--- src/ros_pkg.sv ---
/*
 * Constants for the receiver output timing block: register offsets,
 * field positions, reset values and timing counts.
 * Assumes the internal clock runs at 256 times the sample rate.
 */
package ros_pkg;
  // Register offsets
  localparam logic [7:0] CTRL0_OFS     = 8'h00;  // Forced switch control
  localparam logic [7:0] CTRL1_OFS     = 8'h01;  // Switch enable, mute
  localparam logic [7:0] INSEL_OFS     = 8'h04;  // input_select_control
  localparam logic [7:0] SFMT_OFS      = 8'h05;  // serial_format_control
  localparam logic [7:0] ISTAT1_OFS    = 8'h0D;  // interrupt_status_one

  // Field positions
  localparam int FORCE_SW_BIT  = 3;  // Control 0: forced_clock_switch
  localparam int SW_EN_BIT     = 7;  // Control 1: auto switch enable
  localparam int MUTE_BIT      = 4;  // Control 1: serial_output_mute
  localparam int DECODER_INPUT_SELECT_LSB     = 3;  // decoder_input_select [5:3]
  localparam int PASSTHROUGH_SELECT_LSB     = 0;  // passthrough_select [2:0]
  localparam int MASTER_BIT    = 7;  // Serial format: master mode
  localparam int RJUST_BIT     = 2;  // Serial format: right justified
  localparam int POL_BIT       = 0;  // Serial format: frame_clock_polarity
  localparam int SLIP_BIT      = 5;  // Status 1: slip_repeat_flag

  // Reset values
  localparam logic [7:0] CTRL_RST   = 8'h00;
  localparam logic [7:0] INSEL_RST  = 8'h00;  // Decoder input zero
  localparam logic [7:0] SFMT_RST   = 8'h00;

  // Timing: one sample period in internal clock cycles
  localparam int FS_PERIOD_CYC = 256;
  // Look-back delay after a preamble, in internal cycles
  localparam int CHECK_DLY_CYC = 4;
  // Same-instant window in percent of a sample period, and in cycles
  localparam int SAME_WIN_PCT  = 28;
  localparam int SAME_WIN_CYC  = (FS_PERIOD_CYC * SAME_WIN_PCT) / 100;
  // Frame alignment: divider preset that makes the active edge now
  localparam logic [7:0] DIV_ALIGN  = 8'h80;
  localparam int BCLK_DIV_BIT  = 1;  // Master clock / 4
  localparam int FCLK_DIV_BIT  = 7;  // Master clock / 256

  localparam int SAMPLE_W      = 24;
endpackage : ros_pkg

--- src/ros_clk_switch.sv ---
/*
 * Glitch-free selection between the loop clock and the external master
 * clock, both seen as levels sampled on the internal clock.
 * Assumes both source clocks are well below half the internal rate.
 */
`timescale 1ns/100ps
module ros_clk_switch (
  // Clock and reset
  input  wire logic ref_clk_in,
  input  wire logic sys_rst_in,
  // Source levels and selection request
  input  wire logic pll_lvl_in,
  input  wire logic ext_lvl_in,
  input  wire logic use_ext_in,
  // Selected clock and current selection
  output logic      mclk_out,
  output logic      sel_ext_out
);
  logic nxt_sel;       // Next selection
  logic new_low;       // Requested source is low
  logic can_switch;    // Safe point for a change

  ////////////////////////////////////////////////////////////////////////
  // Change only while output and the new source are both low
  assign new_low    = use_ext_in ? !ext_lvl_in : !pll_lvl_in;
  assign can_switch = (use_ext_in != sel_ext_out) && !mclk_out && new_low;
  assign nxt_sel    = can_switch ? use_ext_in : sel_ext_out;

  // Selection and output flops
  always_ff @(posedge ref_clk_in) begin
    if (sys_rst_in) begin
      sel_ext_out <= 1'b0;
      mclk_out    <= 1'b0;
    end else begin
      sel_ext_out <= nxt_sel;
      mclk_out    <= nxt_sel ? ext_lvl_in : pll_lvl_in;
    end
  end
endmodule : ros_clk_switch

--- src/ros_top.sv ---
/*
 * Receiver output timing: slip/repeat detection against a slave frame
 * clock, frame clock alignment and latency in master mode, input and
 * pass-through selection, and master clock substitution on unlock.
 * Assumes a 256Fs internal clock, synchronous pins, and a preamble pulse
 * with its decoded sample from the decoder.
 */
// Summary of operation
// - Check interval shortly after each Z/X preamble
// - No frame edge: drop frame, set flag
// - Buffer not updated: repeat frame, set flag
// - Flag is bit 5 of status 0Dh
// - Flag sticky until register is read
// - One edge seen: flag left unchanged
// - Active edge rising, falling if polarity set
// - Hysteresis stops jitter giving repeated events
// - Locked master (loop clock selected): frame edge aligned to preamble start
// - Master latency is two frames
// - Slave inputs near edge sampled together
// - Software mode: 3-bit decoder input select
// - Decoder input select resets to zero
// - Software mode: 3-bit pass-through select
// - Hardware mode: pins select inputs 0-3
// - Glitch-free external clock substitution on unlock
// - Hardware: external clock edge enables switching
// - Software: enable bit allows automatic switching
// - Forced bit always selects external clock
// - Switched master: frame /256, bit /4
// - Switching off, forced bit clear: clocks stay on loop clock
// - Master drives clocks, slave receives them
// - Slave mode forbids right justification
`timescale 1ns/100ps
module ros_top (
  // Clock and reset
  input  wire logic                          ref_clk_in,
  input  wire logic                          sys_rst_in,
  // Register port
  input  wire logic [7:0]                    reg_addr_in,
  input  wire logic                          reg_wr_in,
  input  wire logic                          reg_rd_in,
  input  wire logic [7:0]                    reg_wdata_in,
  output logic      [7:0]                    reg_rdata_out,
  // Mode and hardware select pins
  input  wire logic                          hw_mode_in,
  input  wire logic [1:0]                    hw_rx_sel_in,
  input  wire logic [1:0]                    hw_tx_sel_in,
  // Receive inputs and multiplexer outputs
  input  wire logic [7:0]                    receive_input_pos_in,
  output logic                               decoder_input_out,
  output logic                               gpo_passthru_out,
  output logic                               tx_passthru_out,
  // Clocks in and recovered clock out
  input  wire logic                          pll_clk_in,
  input  wire logic                          pll_lock_in,
  input  wire logic                          external_master_clock_in,
  output logic                               recovered_master_clock_out,
  // Decoder frame stream
  input  wire logic                          preamble_in,
  input  wire logic [ros_pkg::SAMPLE_W-1:0]  sample_in,
  // Serial port clocks (two-way)
  input  wire logic                          output_frame_clock_in,
  output logic                               output_frame_clock_out,
  output logic                               output_frame_clock_oe_out,
  input  wire logic                          output_bit_clock_in,
  output logic                               output_bit_clock_out,
  output logic                               output_bit_clock_oe_out,
  // Serial port data side
  output logic      [ros_pkg::SAMPLE_W-1:0]  sample_out,
  output logic                               right_justified_out
);
  // Register flops
  logic [7:0] ctrl0_ff, ctrl1_ff, insel_ff, sfmt_ff;
  logic       slip_flag_ff;                   // slip_repeat_flag
  logic       hw_en_ff;                       // Hardware switch enable
  logic       ext_prev_ff;                    // Last external clock level
  // Clocking and frame state
  logic [7:0] div_cnt_ff;                     // Master clock divider
  logic       mclk_prev_ff;                   // Last recovered clock level
  logic       frm_prev_ff;                    // Last frame clock level
  logic [2:0] chk_cnt_ff;                     // Look-back delay count
  logic [1:0] edge_cnt_ff;                    // Active edges this interval
  logic       hold_ff;                        // Hysteresis hold-off
  logic [7:0] win_cnt_ff;                     // Same-instant window count
  logic [ros_pkg::SAMPLE_W-1:0] buf_ff;       // Output buffer
  logic [ros_pkg::SAMPLE_W-1:0] pipe_ff [0:1];// Master latency stages
  logic       sel_ext;                        // From the clock switch
  logic       mclk_sel;                       // Selected clock level
  // Decoded controls
  wire        master    = sfmt_ff[ros_pkg::MASTER_BIT];
  wire        pol       = sfmt_ff[ros_pkg::POL_BIT];
  wire        mute      = ctrl1_ff[ros_pkg::MUTE_BIT];
  wire        forced    = ctrl0_ff[ros_pkg::FORCE_SW_BIT];
  wire        sw_en     = hw_mode_in ? hw_en_ff : ctrl1_ff[ros_pkg::SW_EN_BIT];
  wire        use_ext   = forced || (sw_en && !pll_lock_in);
  wire        wr_hit    = reg_wr_in;
  wire        rd_clr    = reg_rd_in && (reg_addr_in == ros_pkg::ISTAT1_OFS);

  ////////////////////////////////////////////////////////////////////////
  // Input multiplexers
  wire [2:0] rx_idx = hw_mode_in ? {1'b0, hw_rx_sel_in}
                                 : insel_ff[ros_pkg::DECODER_INPUT_SELECT_LSB +: 3];
  wire [2:0] tx_idx = hw_mode_in ? {1'b0, hw_tx_sel_in}
                                 : insel_ff[ros_pkg::PASSTHROUGH_SELECT_LSB +: 3];

  ////////////////////////////////////////////////////////////////////////
  // Frame clock edge detection and the look-back check
  wire frm_lvl    = master ? output_frame_clock_out : output_frame_clock_in;
  wire act_edge   = ((frm_lvl ^ pol) && !(frm_prev_ff ^ pol));
  wire chk_now    = (chk_cnt_ff == 3'(1));
  wire slip_evt   = chk_now && !master && !hold_ff
                    && (edge_cnt_ff == 2'd0);
  wire rep_evt    = chk_now && !master && !hold_ff
                    && (edge_cnt_ff >= 2'd2);
  wire any_evt    = slip_evt || rep_evt;
  wire mclk_rise  = recovered_master_clock_out && !mclk_prev_ff;
  wire ext_rise   = external_master_clock_in && !ext_prev_ff;
  // Locked loop runs at the internal rate; otherwise count source rises
  wire div_step   = (pll_lock_in && !sel_ext) || mclk_rise;
  wire late_smpl  = preamble_in && !master && (win_cnt_ff != 8'd0);

  ////////////////////////////////////////////////////////////////////////
  // Register read data
  wire [7:0] rd_mux =
    (reg_addr_in == ros_pkg::CTRL0_OFS)  ? ctrl0_ff :
    (reg_addr_in == ros_pkg::CTRL1_OFS)  ? ctrl1_ff :
    (reg_addr_in == ros_pkg::INSEL_OFS)  ? insel_ff :
    (reg_addr_in == ros_pkg::SFMT_OFS)   ? sfmt_ff  :
    (reg_addr_in == ros_pkg::ISTAT1_OFS) ? (8'(slip_flag_ff) << ros_pkg::SLIP_BIT) :
    8'h00;

  ////////////////////////////////////////////////////////////////////////
  // Glitch-free master clock selection
  ros_clk_switch u_clk_switch (
    .ref_clk_in  (ref_clk_in),
    .sys_rst_in  (sys_rst_in),
    .pll_lvl_in  (pll_clk_in),
    .ext_lvl_in  (external_master_clock_in),
    .use_ext_in  (use_ext),
    .mclk_out    (mclk_sel),
    .sel_ext_out (sel_ext)
  );

  ////////////////////////////////////////////////////////////////////////
  // Control registers and read data
  always_ff @(posedge ref_clk_in) begin
    if (sys_rst_in) begin
      ctrl0_ff      <= ros_pkg::CTRL_RST;
      ctrl1_ff      <= ros_pkg::CTRL_RST;
      insel_ff      <= ros_pkg::INSEL_RST;
      sfmt_ff       <= ros_pkg::SFMT_RST;
      reg_rdata_out <= 8'h00;
    end else begin
      if (wr_hit && reg_addr_in == ros_pkg::CTRL0_OFS) ctrl0_ff <= reg_wdata_in;
      if (wr_hit && reg_addr_in == ros_pkg::CTRL1_OFS) ctrl1_ff <= reg_wdata_in;
      if (wr_hit && reg_addr_in == ros_pkg::INSEL_OFS) insel_ff <= reg_wdata_in;
      if (wr_hit && reg_addr_in == ros_pkg::SFMT_OFS)  sfmt_ff  <= reg_wdata_in;
      // Read data stands until the next read
      if (reg_rd_in) reg_rdata_out <= rd_mux;
    end
  end

  // Sticky slip/repeat flag; a new event wins over the read clear
  always_ff @(posedge ref_clk_in) begin
    if (sys_rst_in) begin
      slip_flag_ff <= 1'b0;
    end else if (any_evt) begin
      slip_flag_ff <= 1'b1;
    end else if (rd_clr) begin
      slip_flag_ff <= 1'b0;
    end
  end

  // Hardware switch enable: first external clock rise, kept to reset
  always_ff @(posedge ref_clk_in) begin
    if (sys_rst_in) begin
      hw_en_ff    <= 1'b0;
      ext_prev_ff <= 1'b1;
    end else begin
      ext_prev_ff <= external_master_clock_in;
      if (ext_rise) hw_en_ff <= 1'b1;
    end
  end

  ////////////////////////////////////////////////////////////////////////
  // Look-back timer, edge count and hysteresis hold-off
  always_ff @(posedge ref_clk_in) begin
    if (sys_rst_in) begin
      chk_cnt_ff  <= 3'd0;
      edge_cnt_ff <= 2'd0;
      hold_ff     <= 1'b0;
      frm_prev_ff <= 1'b0;
    end else begin
      frm_prev_ff <= frm_lvl;
      // Start the fixed delay on each preamble
      if (preamble_in) begin
        chk_cnt_ff <= 3'(ros_pkg::CHECK_DLY_CYC);
      end else if (chk_cnt_ff != 3'd0) begin
        chk_cnt_ff <= chk_cnt_ff - 3'd1;
      end
      // Count edges since the last check, saturating at two
      if (chk_now) begin
        edge_cnt_ff <= act_edge ? 2'd1 : 2'd0;
      end else if (act_edge && edge_cnt_ff != 2'd2) begin
        edge_cnt_ff <= edge_cnt_ff + 2'd1;
      end
      // After an event, the next interval cannot trigger again
      if (chk_now) hold_ff <= any_evt;
    end
  end

  ////////////////////////////////////////////////////////////////////////
  // Output buffer, latency stages and output sample
  always_ff @(posedge ref_clk_in) begin
    if (sys_rst_in) begin
      buf_ff     <= '0;
      pipe_ff[0] <= '0;
      pipe_ff[1] <= '0;
      sample_out <= '0;
    end else begin
      // Second update before an edge overwrites: frame dropped
      if (preamble_in) buf_ff <= sample_in;
      if (act_edge) begin
        pipe_ff[0] <= buf_ff;
        pipe_ff[1] <= pipe_ff[0];
        // No update since the last edge: same word goes out again
        sample_out <= mute ? '0 : (master ? pipe_ff[1] : buf_ff);
      end else if (late_smpl) begin
        sample_out <= mute ? '0 : sample_in;
      end
    end
  end

  // Same-instant window opened by each slave edge
  always_ff @(posedge ref_clk_in) begin
    if (sys_rst_in) begin
      win_cnt_ff <= 8'd0;
    end else if (act_edge) begin
      win_cnt_ff <= 8'(ros_pkg::SAME_WIN_CYC);
    end else if (win_cnt_ff != 8'd0) begin
      win_cnt_ff <= win_cnt_ff - 8'd1;
    end
  end

  ////////////////////////////////////////////////////////////////////////
  // Master clock divider, preamble alignment and serial clock pins
  always_ff @(posedge ref_clk_in) begin
    if (sys_rst_in) begin
      div_cnt_ff   <= 8'd0;
      mclk_prev_ff <= 1'b0;
      recovered_master_clock_out <= 1'b0;
      output_frame_clock_out     <= 1'b0;
      output_bit_clock_out       <= 1'b0;
      output_frame_clock_oe_out  <= 1'b0;
      output_bit_clock_oe_out    <= 1'b0;
    end else begin
      recovered_master_clock_out <= mclk_sel;
      mclk_prev_ff <= recovered_master_clock_out;
      // Locked master: active edge follows the preamble start
      if (master && preamble_in && pll_lock_in && !sel_ext) begin
        div_cnt_ff <= ros_pkg::DIV_ALIGN;
      end else if (div_step) begin
        div_cnt_ff <= div_cnt_ff + 8'd1;
      end
      output_frame_clock_out <= div_cnt_ff[ros_pkg::FCLK_DIV_BIT] ^ pol;
      output_bit_clock_out   <= div_cnt_ff[ros_pkg::BCLK_DIV_BIT];
      output_frame_clock_oe_out <= master;
      output_bit_clock_oe_out   <= master;
    end
  end

  ////////////////////////////////////////////////////////////////////////
  // Multiplexer outputs and serial format flag
  always_ff @(posedge ref_clk_in) begin
    if (sys_rst_in) begin
      decoder_input_out   <= 1'b0;
      gpo_passthru_out    <= 1'b0;
      tx_passthru_out     <= 1'b0;
      right_justified_out <= 1'b0;
    end else begin
      decoder_input_out   <= receive_input_pos_in[rx_idx];
      gpo_passthru_out    <= !hw_mode_in && receive_input_pos_in[tx_idx];
      tx_passthru_out     <= hw_mode_in && receive_input_pos_in[tx_idx];
      right_justified_out <= master && sfmt_ff[ros_pkg::RJUST_BIT];
    end
  end
endmodule : ros_top

--- config.mk ---
export PLATFORM = sky130hd
export DESIGN_NAME = ros_top
export DESIGN_NICKNAME = d
export VERILOG_FILES = /design/src/ros_pkg.sv /design/src/ros_clk_switch.sv /design/src/ros_top.sv
export SDC_FILE = /design/constraint.sdc
export NUM_CORES = 1
export LEC_CHECK = 0
export ABC_CLOCK_PERIOD_IN_PS = 3000
export CAP_MARGIN = 20
export CELL_PAD_IN_SITES_DETAIL_PLACEMENT = 2
export CELL_PAD_IN_SITES_GLOBAL_PLACEMENT = 2
export CORE_ASPECT_RATIO = 0.5
export CORE_MARGIN = 4
export CORE_UTILIZATION = 41
export DETAILED_ROUTE_END_ITERATION = 8
export DONT_BUFFER_PORTS = 1
export GPL_ROUTABILITY_DRIVEN = 1
export GPL_TIMING_DRIVEN = 0
export MAX_ROUTING_LAYER = met4
export PLACE_DENSITY_LB_ADDON = 0.2
export SLEW_MARGIN = 20
export SYNTH_ARGS = -nofsm -noshare
export SYNTH_HDL_FRONTEND = slang
export SYNTH_SLANG_ARGS = --single-unit
--- constraint.sdc ---
create_clock -name ref_clk_in -period 3 [get_ports ref_clk_in]
set_input_delay 0.3 -clock ref_clk_in [delete_from_list [all_inputs] [get_ports ref_clk_in]]
set_output_delay 0.3 -clock ref_clk_in [all_outputs]
set_load 0.02 [all_outputs]
==> out/qor.csv, run 1 <==
stage;metric;value;unit
die;Die Ht;103;um
layout;share of cells above drive strength 1;8.03;%
cts;Longest Clk Path Bufs;2;
layout;Finished Layout Cells;956;
worst_setup_path;Crit path largest cell delay;0.68;ns
worst_setup_path;R2R Path Start;win_cnt_ff[0];
detailed_routing;Vias/cell;5.71;
die;Die Wd;197;um
yosys;Post-Synthesis Cells;668;
grt;antenna violations before repair;0;
detailed_routing;Final ANT Viol Nets;0;
detailed_routing;Residual DRC;0;
power_and_ir_drop;Lkg Pwr;3.37;nW
layout;Diodes inserted;0;
yosys;Seq/Total Area, Yosys;53.8;%
detailed_routing;first-pass iteration count of the detailed router;4;
cts;register clock-pin slew on the reported worst setup and hold paths;0.08;ns
timing;Relative slew margins;34.3;%
yosys;Post-Synthesis Cell Area;0.00733;mm^2
die;Core Box Area;0.0174;mm^2
detailed_routing;via count;5454;
timing;Worst Tran Pin Value;0.986;ns
grt;Overall Global Routing Usage;23.8;%
timing;Fmax;0.381;GHz
worst_setup_path;CP max-delay cell;nor4_2;
layout;Finished Cell Area;0.00844;mm^2
grt;largest net degree at the start of global routing;53;
detailed_routing;WL final;23100;um
yosys;syn nets;739;
worst_setup_path;CP Max Fanout;10;
power_and_ir_drop;overall power;5.39;mW
power_and_ir_drop;switching power;1.44;mW
cts;CTS buffer count;17;
power_and_ir_drop;VDD IR max;0.422;mV
timing;period utilisation layout;87.4;%
min_path;hold crit path type;input port to flip-flop;
layout;Area Growth Syn to Fin;15.1;%
job;max-cap violations;0;
worst_setup_path;CP Class;flip-flop to flip-flop;
timing;Fin. Hold Viols;0;
yosys;Cell variety after synth;55;
die;Initial Util;42.0;%
power_and_ir_drop;combinational power share;9.1;%
die;die area;0.0202;mm^2
cts;Clock Sink Count;173;
worst_setup_path;R2R depth;7;
timing;RSZ-0062 raised after global routing;no;
min_path;Hold Path Sink;buf_ff[23];
timing;Clock Skew;0.0140;ns
timing;crit path time final;2.62;ns
status;status;finished clean;
yosys;dominant synthesized flop cell;dfxtp_1;
placed_design;dpl cells;902;
timing;max-slew violations;0;
worst_setup_path;crit path DAT;3.00;ns
yosys;Adder-Cell Fraction of Synth Area;1.37;%
yosys;xor/xnor cell area share of the yosys netlist;1.43;%
worst_setup_path;Critical Path End Type;flip-flop;
yosys;EDFF count, synth;48;
yosys;largest family of logic cells by synthesized area;simple AND/OR/NAND/NOR gates;
worst_setup_path;Worst Path Required;3.38;ns
min_path;Hold Crit Start;sample_in[23];
power_and_ir_drop;Int Pwr;3.96;mW
placed_design;DP Area;0.00763;mm^2
cts;worst-skew pair later-pin latency;0.44;ns
grt;vias in the first global route;5934;
worst_setup_path;FF-to-FF setup slack;0.38;ns
timing;setup violators final;0;
yosys;syn_area_per_cell;11.0;um^2
layout;final core utilization;48.4;%
cts;H-tree levels;4;
power_and_ir_drop;Sw Share;26.6;%
grt;global route overflow;0;
layout;Post-layout nets;780;
yosys;Simple-Gate Fraction of Synth Area;16.5;%
die;row count;34;
cts;TritonCTS clock tree;yes;
worst_setup_path;Worst setup SP type;flip-flop;
die;IO Pins;104;
yosys;Ys Warns;0;
yosys;mux share of post-synthesis cell area;15.8;%
placed_design;IO buf count;0;
yosys;FF+latch count, synth;173;
cts;Root Buffer;clkbuf_16;
placed_design;GPL Wtd Cong;0.790;
detailed_routing;DR WL/cell;24.1;um
placed_design;hpwl dp;15000;um
grt;first-pass GRT wire length;35500;um
min_path;Hold Path Cell Cnt;2;
yosys;asr flop ratio synth;0;%
power_and_ir_drop;power per standard cell area;640;mW/mm^2
power_and_ir_drop;Flop pwr share;49.1;%
detailed_routing;DR iter-0 viols;198;
power_and_ir_drop;clock share of power;41.8;%
yosys;area fraction in compound gates after synthesis;7.60;%
worst_setup_path;worst-path cell chain;inv_1 -> ha_1 -> or4b_1 -> and2b_1 -> nor4_2 -> buf_2 -> a221o_1;
worst_setup_path;Crit Reg-Reg Endpoint;sample_out[19];
==> critical path, delay by kind of cell (launching register included) <==
kind            cells  cell delay [ns]
fa+ha+maj           1             0.28
buf+inv             2             0.49
flops               1             0.37
compound gates      1             0.21
simple gates        3             1.21
==> power groups by stage <==
stage / combinational, mW / clock [mW] / sequential [mW]
floorplan: 0.327 / 0 / 2.67
global placement: 0.429 / 0 / 2.69
detailed placement: 0.456 / 0 / 2.69
CTS: 0.482 / 2.27 / 2.65
global route: 0.543 / 2.41 / 2.66
finish: 0.490 / 2.26 / 2.65
==> synth_stat cells (8+ instances only) <==
cell type    n  share of area, %
mux4_2       8               2.5
ha_1         8               1.4
nand2_1     47               2.4
and3_1      51               4.4
nor2_1      60               3.1
inv_1       15              0.77
nor3_1      38               2.6
a21oi_1     17               1.2
dfxtp_1    125                34
buf_1        8              0.41
edfxtp_1    48                20
a221o_1     24               3.3
mux2i_1     92                13
clkbuf_1    31               1.6
nand3_1     10              0.68
==> layer usage <==
metal | share of wire (%) | global-route usage [%] | wire, um
met5 | 0 | - | 0
met4 | 0.72 | 4.79 | 165
met3 | 4.1 | 4.47 | 954
met2 | 48 | 39.6 | 11100
met1 | 47 | 31.0 | 10800
==> sequential cells by signal (all words and copies together) (netlist names), 2 cells and up <==
name and cells:
buf_ff 24, chk_cnt_ff 3, ctrl0_ff 8, ctrl1_ff 8, div_cnt_ff 8, edge_cnt_ff 2, insel_ff 8, pipe_ff 48
reg_rdata_out 8, sample_out 24, sfmt_ff 8, win_cnt_ff 8
==> per-stage QoR <==
step | setup TNS [ns] | hold slack, ns | setup slack [ns]
finish | 0 | 0.00600 | 0.379
floorplan | 0 | 0.385 | 0.251
global route | 0 | 0.000323 | 0.238
detailed placement | 0 | 0.404 | 0.418
CTS | 0 | 0.0000169 | 0.390
global placement | -29.86 | 0.388 | -0.588
==> final cells by class <==
class                      count  area, um^2
buffer                        47         195
clock buffer                  21         482
clock inverter                11         104
fill                        1781        9010
inverter                      16        60.1
multi-input combinational    432        3140
sequential                   173        3940
tap                          234         293
timing repair buffer          22         220
==> repair_timing <==
item,CTS,global route
hold buffers,18,4
setup endpoints to repair,0,0
hold endpoints to repair,18,4
setup buffers,0,0
gates resized for setup,0,0
==> cells by family after synthesis <==
logic type	Yosys count
fa+ha+maj	8
buf+inv	63
xor+xnor	12
flops	173
compound gates	71
mux	104
simple gates	237
==> worst max-delay path by stage <==
stage                        from             end  slack, ns  cells after the start
global placement       sys_rst_in  pipe_ff[0][31]      -0.59                      4
floorplan              sfmt_ff[7]   pipe_ff[0][0]       0.25                      4
CTS                 win_cnt_ff[0]  sample_out[20]       0.39                      7
global route        win_cnt_ff[2]   sample_out[4]       0.24                      5
detailed placement  win_cnt_ff[0]  sample_out[18]       0.42                      7
finish              win_cnt_ff[0]  sample_out[19]       0.38                      7
==> placed cells by master (no fill, tap or decap), drive strengths merged, types with 3 or more instances in the layout <==
cell	count
and3	51
nor2b	6
dlygate4sd3	22
mux2i	94
nand3	11
a211oi	3
ha	8
edfxtp	48
xor2	6
nor3	39
inv	18
o2bb2ai	3
nand2	47
nand2b	6
xnor2	6
a21oi	17
a221oi	3
clkbuf	52
buf	16
mux4	8
dfxtp	125
clkinv	7
nor2	60
o21ai	7
a221o	24
nand3b	4
No activity file was read; power rests on OpenSTA's default activity.
==> run 2, diff against run 1 <==
ABC_CLOCK_PERIOD_IN_PS = 2760   (was 3000)
clock period = 2.76 ns   (was 3 ns; I/O delays follow)
==> run 2 against run 1 <==
  * The run now ends with hold timing left
  * Die area is the same
  * Sequential cell count did not move
  * Critical endpoint is now sample_out[9]
  * Total power grew 8.8%
  * Worst setup slack got worse by 0.18 ns
  * Highest routed layer unchanged
  * Core utilization rose by 0.62 points
  * Via count grew 0.72%
==> out/qor.csv, run 2 (same netlist as run 1, synthesis figures left out) <==
stage;metric;value;unit;change
timing;max-slew violations;0;;unchanged
worst_setup_path;FF-to-FF setup slack;0.20;ns;-0.18 ns
layout;Area Growth Syn to Fin;16.6;%;
timing;setup violators final;0;;unchanged
detailed_routing;Final ANT Viol Nets;0;;unchanged
layout;Largest regs;pipe_ff (48), buf_ff (24), sample_out (24);;
detailed_routing;DR iter-0 viols;226;;+14%
status;failing checks;hold timing;;
die;row count;34;;unchanged
grt;vias in the first global route;6034;;+1.7%
cts;TritonCTS clock tree;yes;;
timing;Fin. Hold Viols;1;;+1
grt;antenna violations before repair;0;;unchanged
timing;crit path time final;2.56;ns;-0.0570 ns
min_path;hold crit path type;input port to flip-flop;;
timing;RSZ-0062 raised after global routing;no;;
placed_design;GPL Wtd Cong;0.790;;unchanged
timing;Fmax;0.390;GHz;+2.2%
power_and_ir_drop;overall power;5.87;mW;+8.8%
detailed_routing;via count;5493;;+0.72%
min_path;Hold Path Sink;buf_ff[2];;
detailed_routing;first-pass iteration count of the detailed router;4;;unchanged
worst_setup_path;Worst Path Required;3.08;ns;-0.30 ns
cts;register clock-pin slew on the reported worst setup and hold paths;0.07;ns;about the same
die;die area;0.0202;mm^2;unchanged
cts;Root Buffer;clkbuf_16;;
timing;period utilisation layout;92.9;%;+5.5 points
power_and_ir_drop;power per standard cell area;687;mW/mm^2;+7.4%
layout;commonest non-fill, non-tap cell in the layout;dfxtp_1;;
placed_design;IO buf count;0;;unchanged
job;max-cap violations;0;;unchanged
timing;Relative slew margins;38.2;%;+3.9 points
cts;Post-CTS Setup Bufs;0;;unchanged
die;Core Box Area;0.0174;mm^2;unchanged
layout;max reg flops;48;;unchanged
detailed_routing;WL final;23000;um;-0.40%
die;IO Pins;104;;unchanged
grt;Overall Global Routing Usage;24.2;%;+0.39 points
timing;Fin Hold WS;-0.00549;ns;-0.0115 ns
placed_design;dpl cells;902;;unchanged
timing;Worst Tran Pin Value;0.927;ns;-0.0588 ns
worst_setup_path;CP Max Fanout;10;;unchanged
layout;Finished Layout Cells;966;;+1.0%
cts;Longest Clk Path Bufs;2;;unchanged
worst_setup_path;Crit Reg-Reg Endpoint;sample_out[9];;
die;Die Wd;197;um;unchanged
grt;global route overflow;0;;unchanged
layout;Diodes inserted;0;;unchanged
status;status;finished, violations left;;
cts;H-tree levels;4;;unchanged
detailed_routing;DR WL/cell;23.8;um;-1.4%
worst_setup_path;Critical Path End Type;flip-flop;;
die;Die Ht;103;um;unchanged
worst_setup_path;CP Class;flip-flop to flip-flop;;
timing;Clock Skew;0.00948;ns;-0.00456 ns
layout;most flop-heavy register;pipe_ff;;
placed_design;hpwl dp;15000;um;unchanged
worst_setup_path;R2R depth;7;;unchanged
cts;Clock Sink Count;173;;unchanged
detailed_routing;Residual DRC;0;;unchanged
layout;share of cells above drive strength 1;7.92;%;-0.11 points
timing;setup TNS;0;ns;unchanged
worst_setup_path;R2R Path Start;win_cnt_ff[0];;
min_path;Hold Path Cell Cnt;2;;unchanged
layout;Post-layout nets;790;;+1.3%
die;Initial Util;42.0;%;unchanged
detailed_routing;Vias/cell;5.69;;-0.33%
grt;largest net degree at the start of global routing;53;;unchanged
worst_setup_path;crit path DAT;2.88;ns;-0.12 ns
worst_setup_path;Worst setup SP type;flip-flop;;
power_and_ir_drop;VDD IR max;0.469;mV;+11%
cts;worst-skew pair later-pin latency;0.43;ns;about the same
cts;CTS buffer count;17;;unchanged
grt;first-pass GRT wire length;36100;um;+1.6%
layout;commonest cells after routing, fill and taps aside;125 x dfxtp_1, 92 x mux2i_1, 60 x nor2_1;;
min_path;Hold Crit Start;sample_in[2];;
power_and_ir_drop;Lkg Pwr;3.42;nW;+1.3%
## run 2: cell types whose count changed in the layout (fill, tap and decap cells not counted)
cell / before / now
dlygate4sd3_1: 22 / 32
nor4_2: 1 / 0
nor4_4: 1 / 2
## run 2: layout make-up
cell class / count / area (um^2)
repair buffers: 32 / 320
fillers: 1768 / 8900
multi-input cells: 432 / 3150
clock buffers: 21 / 482
well taps: 234 / 293
clock inverters: 11 / 104
plain buffers: 47 / 195
flip-flops and latches: 173 / 3940
inverters: 16 / 60.1
## run 2: per-layer routing
metal	vias to the layer above	track usage (%)	part of all wire [%]
met5	-	-	0
met2	101	40.2	48
li1	2533	-	-
met3	19	4.54	3.6
met4	0	5.32	0.91
met1	2840	31.5	47
## run 2: worst max-delay path by stage
| stage | start | endpoint | slack, ns | depth (start not counted) |
|---|---|---|---|---|
| 6_report | win_cnt_ff[0] | sample_out[9] | 0.20 | 7 |
| 3_5_place_dp | win_cnt_ff[0] | sample_out[18] | 0.18 | 7 |
| 4_1_cts | win_cnt_ff[0] | sample_out[20] | 0.15 | 7 |
| 3_3_place_gp | sys_rst_in | pipe_ff[0][31] | -0.80 | 4 |
| 5_1_grt | win_cnt_ff[2] | sample_out[15] | 0.03 | 5 |
| 2_1_floorplan | sfmt_ff[7] | pipe_ff[0][0] | 0.01 | 4 |
## run 2: per-stage QoR
| stage | hold slack, ns | util [%] | area [um^2] | setup slack [ns] |
|---|---|---|---|---|
| 2_1_floorplan | 0.361 | - | 7330 | 0.0109 |
| 3_3_place_gp | 0.364 | 43.7 | 7620 | -0.804 |
| 3_5_place_dp | 0.380 | 43.7 | 7630 | 0.178 |
| 4_1_cts | 0.0000188 | 48.9 | 8540 | 0.150 |
| 5_1_grt | 0.000754 | 49.0 | 8540 | 0.0308 |
| 6_report | -0.00549 | 49.0 | 8540 | 0.195 |
## run 2: timing repair
action                                  in CTS  in global routing
hold buffers                                32                  0
gates resized for setup                      0                  1
hold endpoints to repair                    50                  0
endpoints found under the setup margin       0                 20
## run 2: power by group
part	internal, mW	switching [mW]	leakage (nW)
sequential	2.75	0.132	1.54
combinational	0.214	0.339	1.59
clock	1.35	1.09	0.287
total	4.31	1.56	3.42
## run 2: critical path: stages (launching register included)
cell	delay, ns
dfxtp_1	0.33
inv_1	0.10
ha_1	0.30
or4b_1	0.54
and2b_1	0.39
nor4_4	0.13
buf_2	0.27
a221o_1	0.39
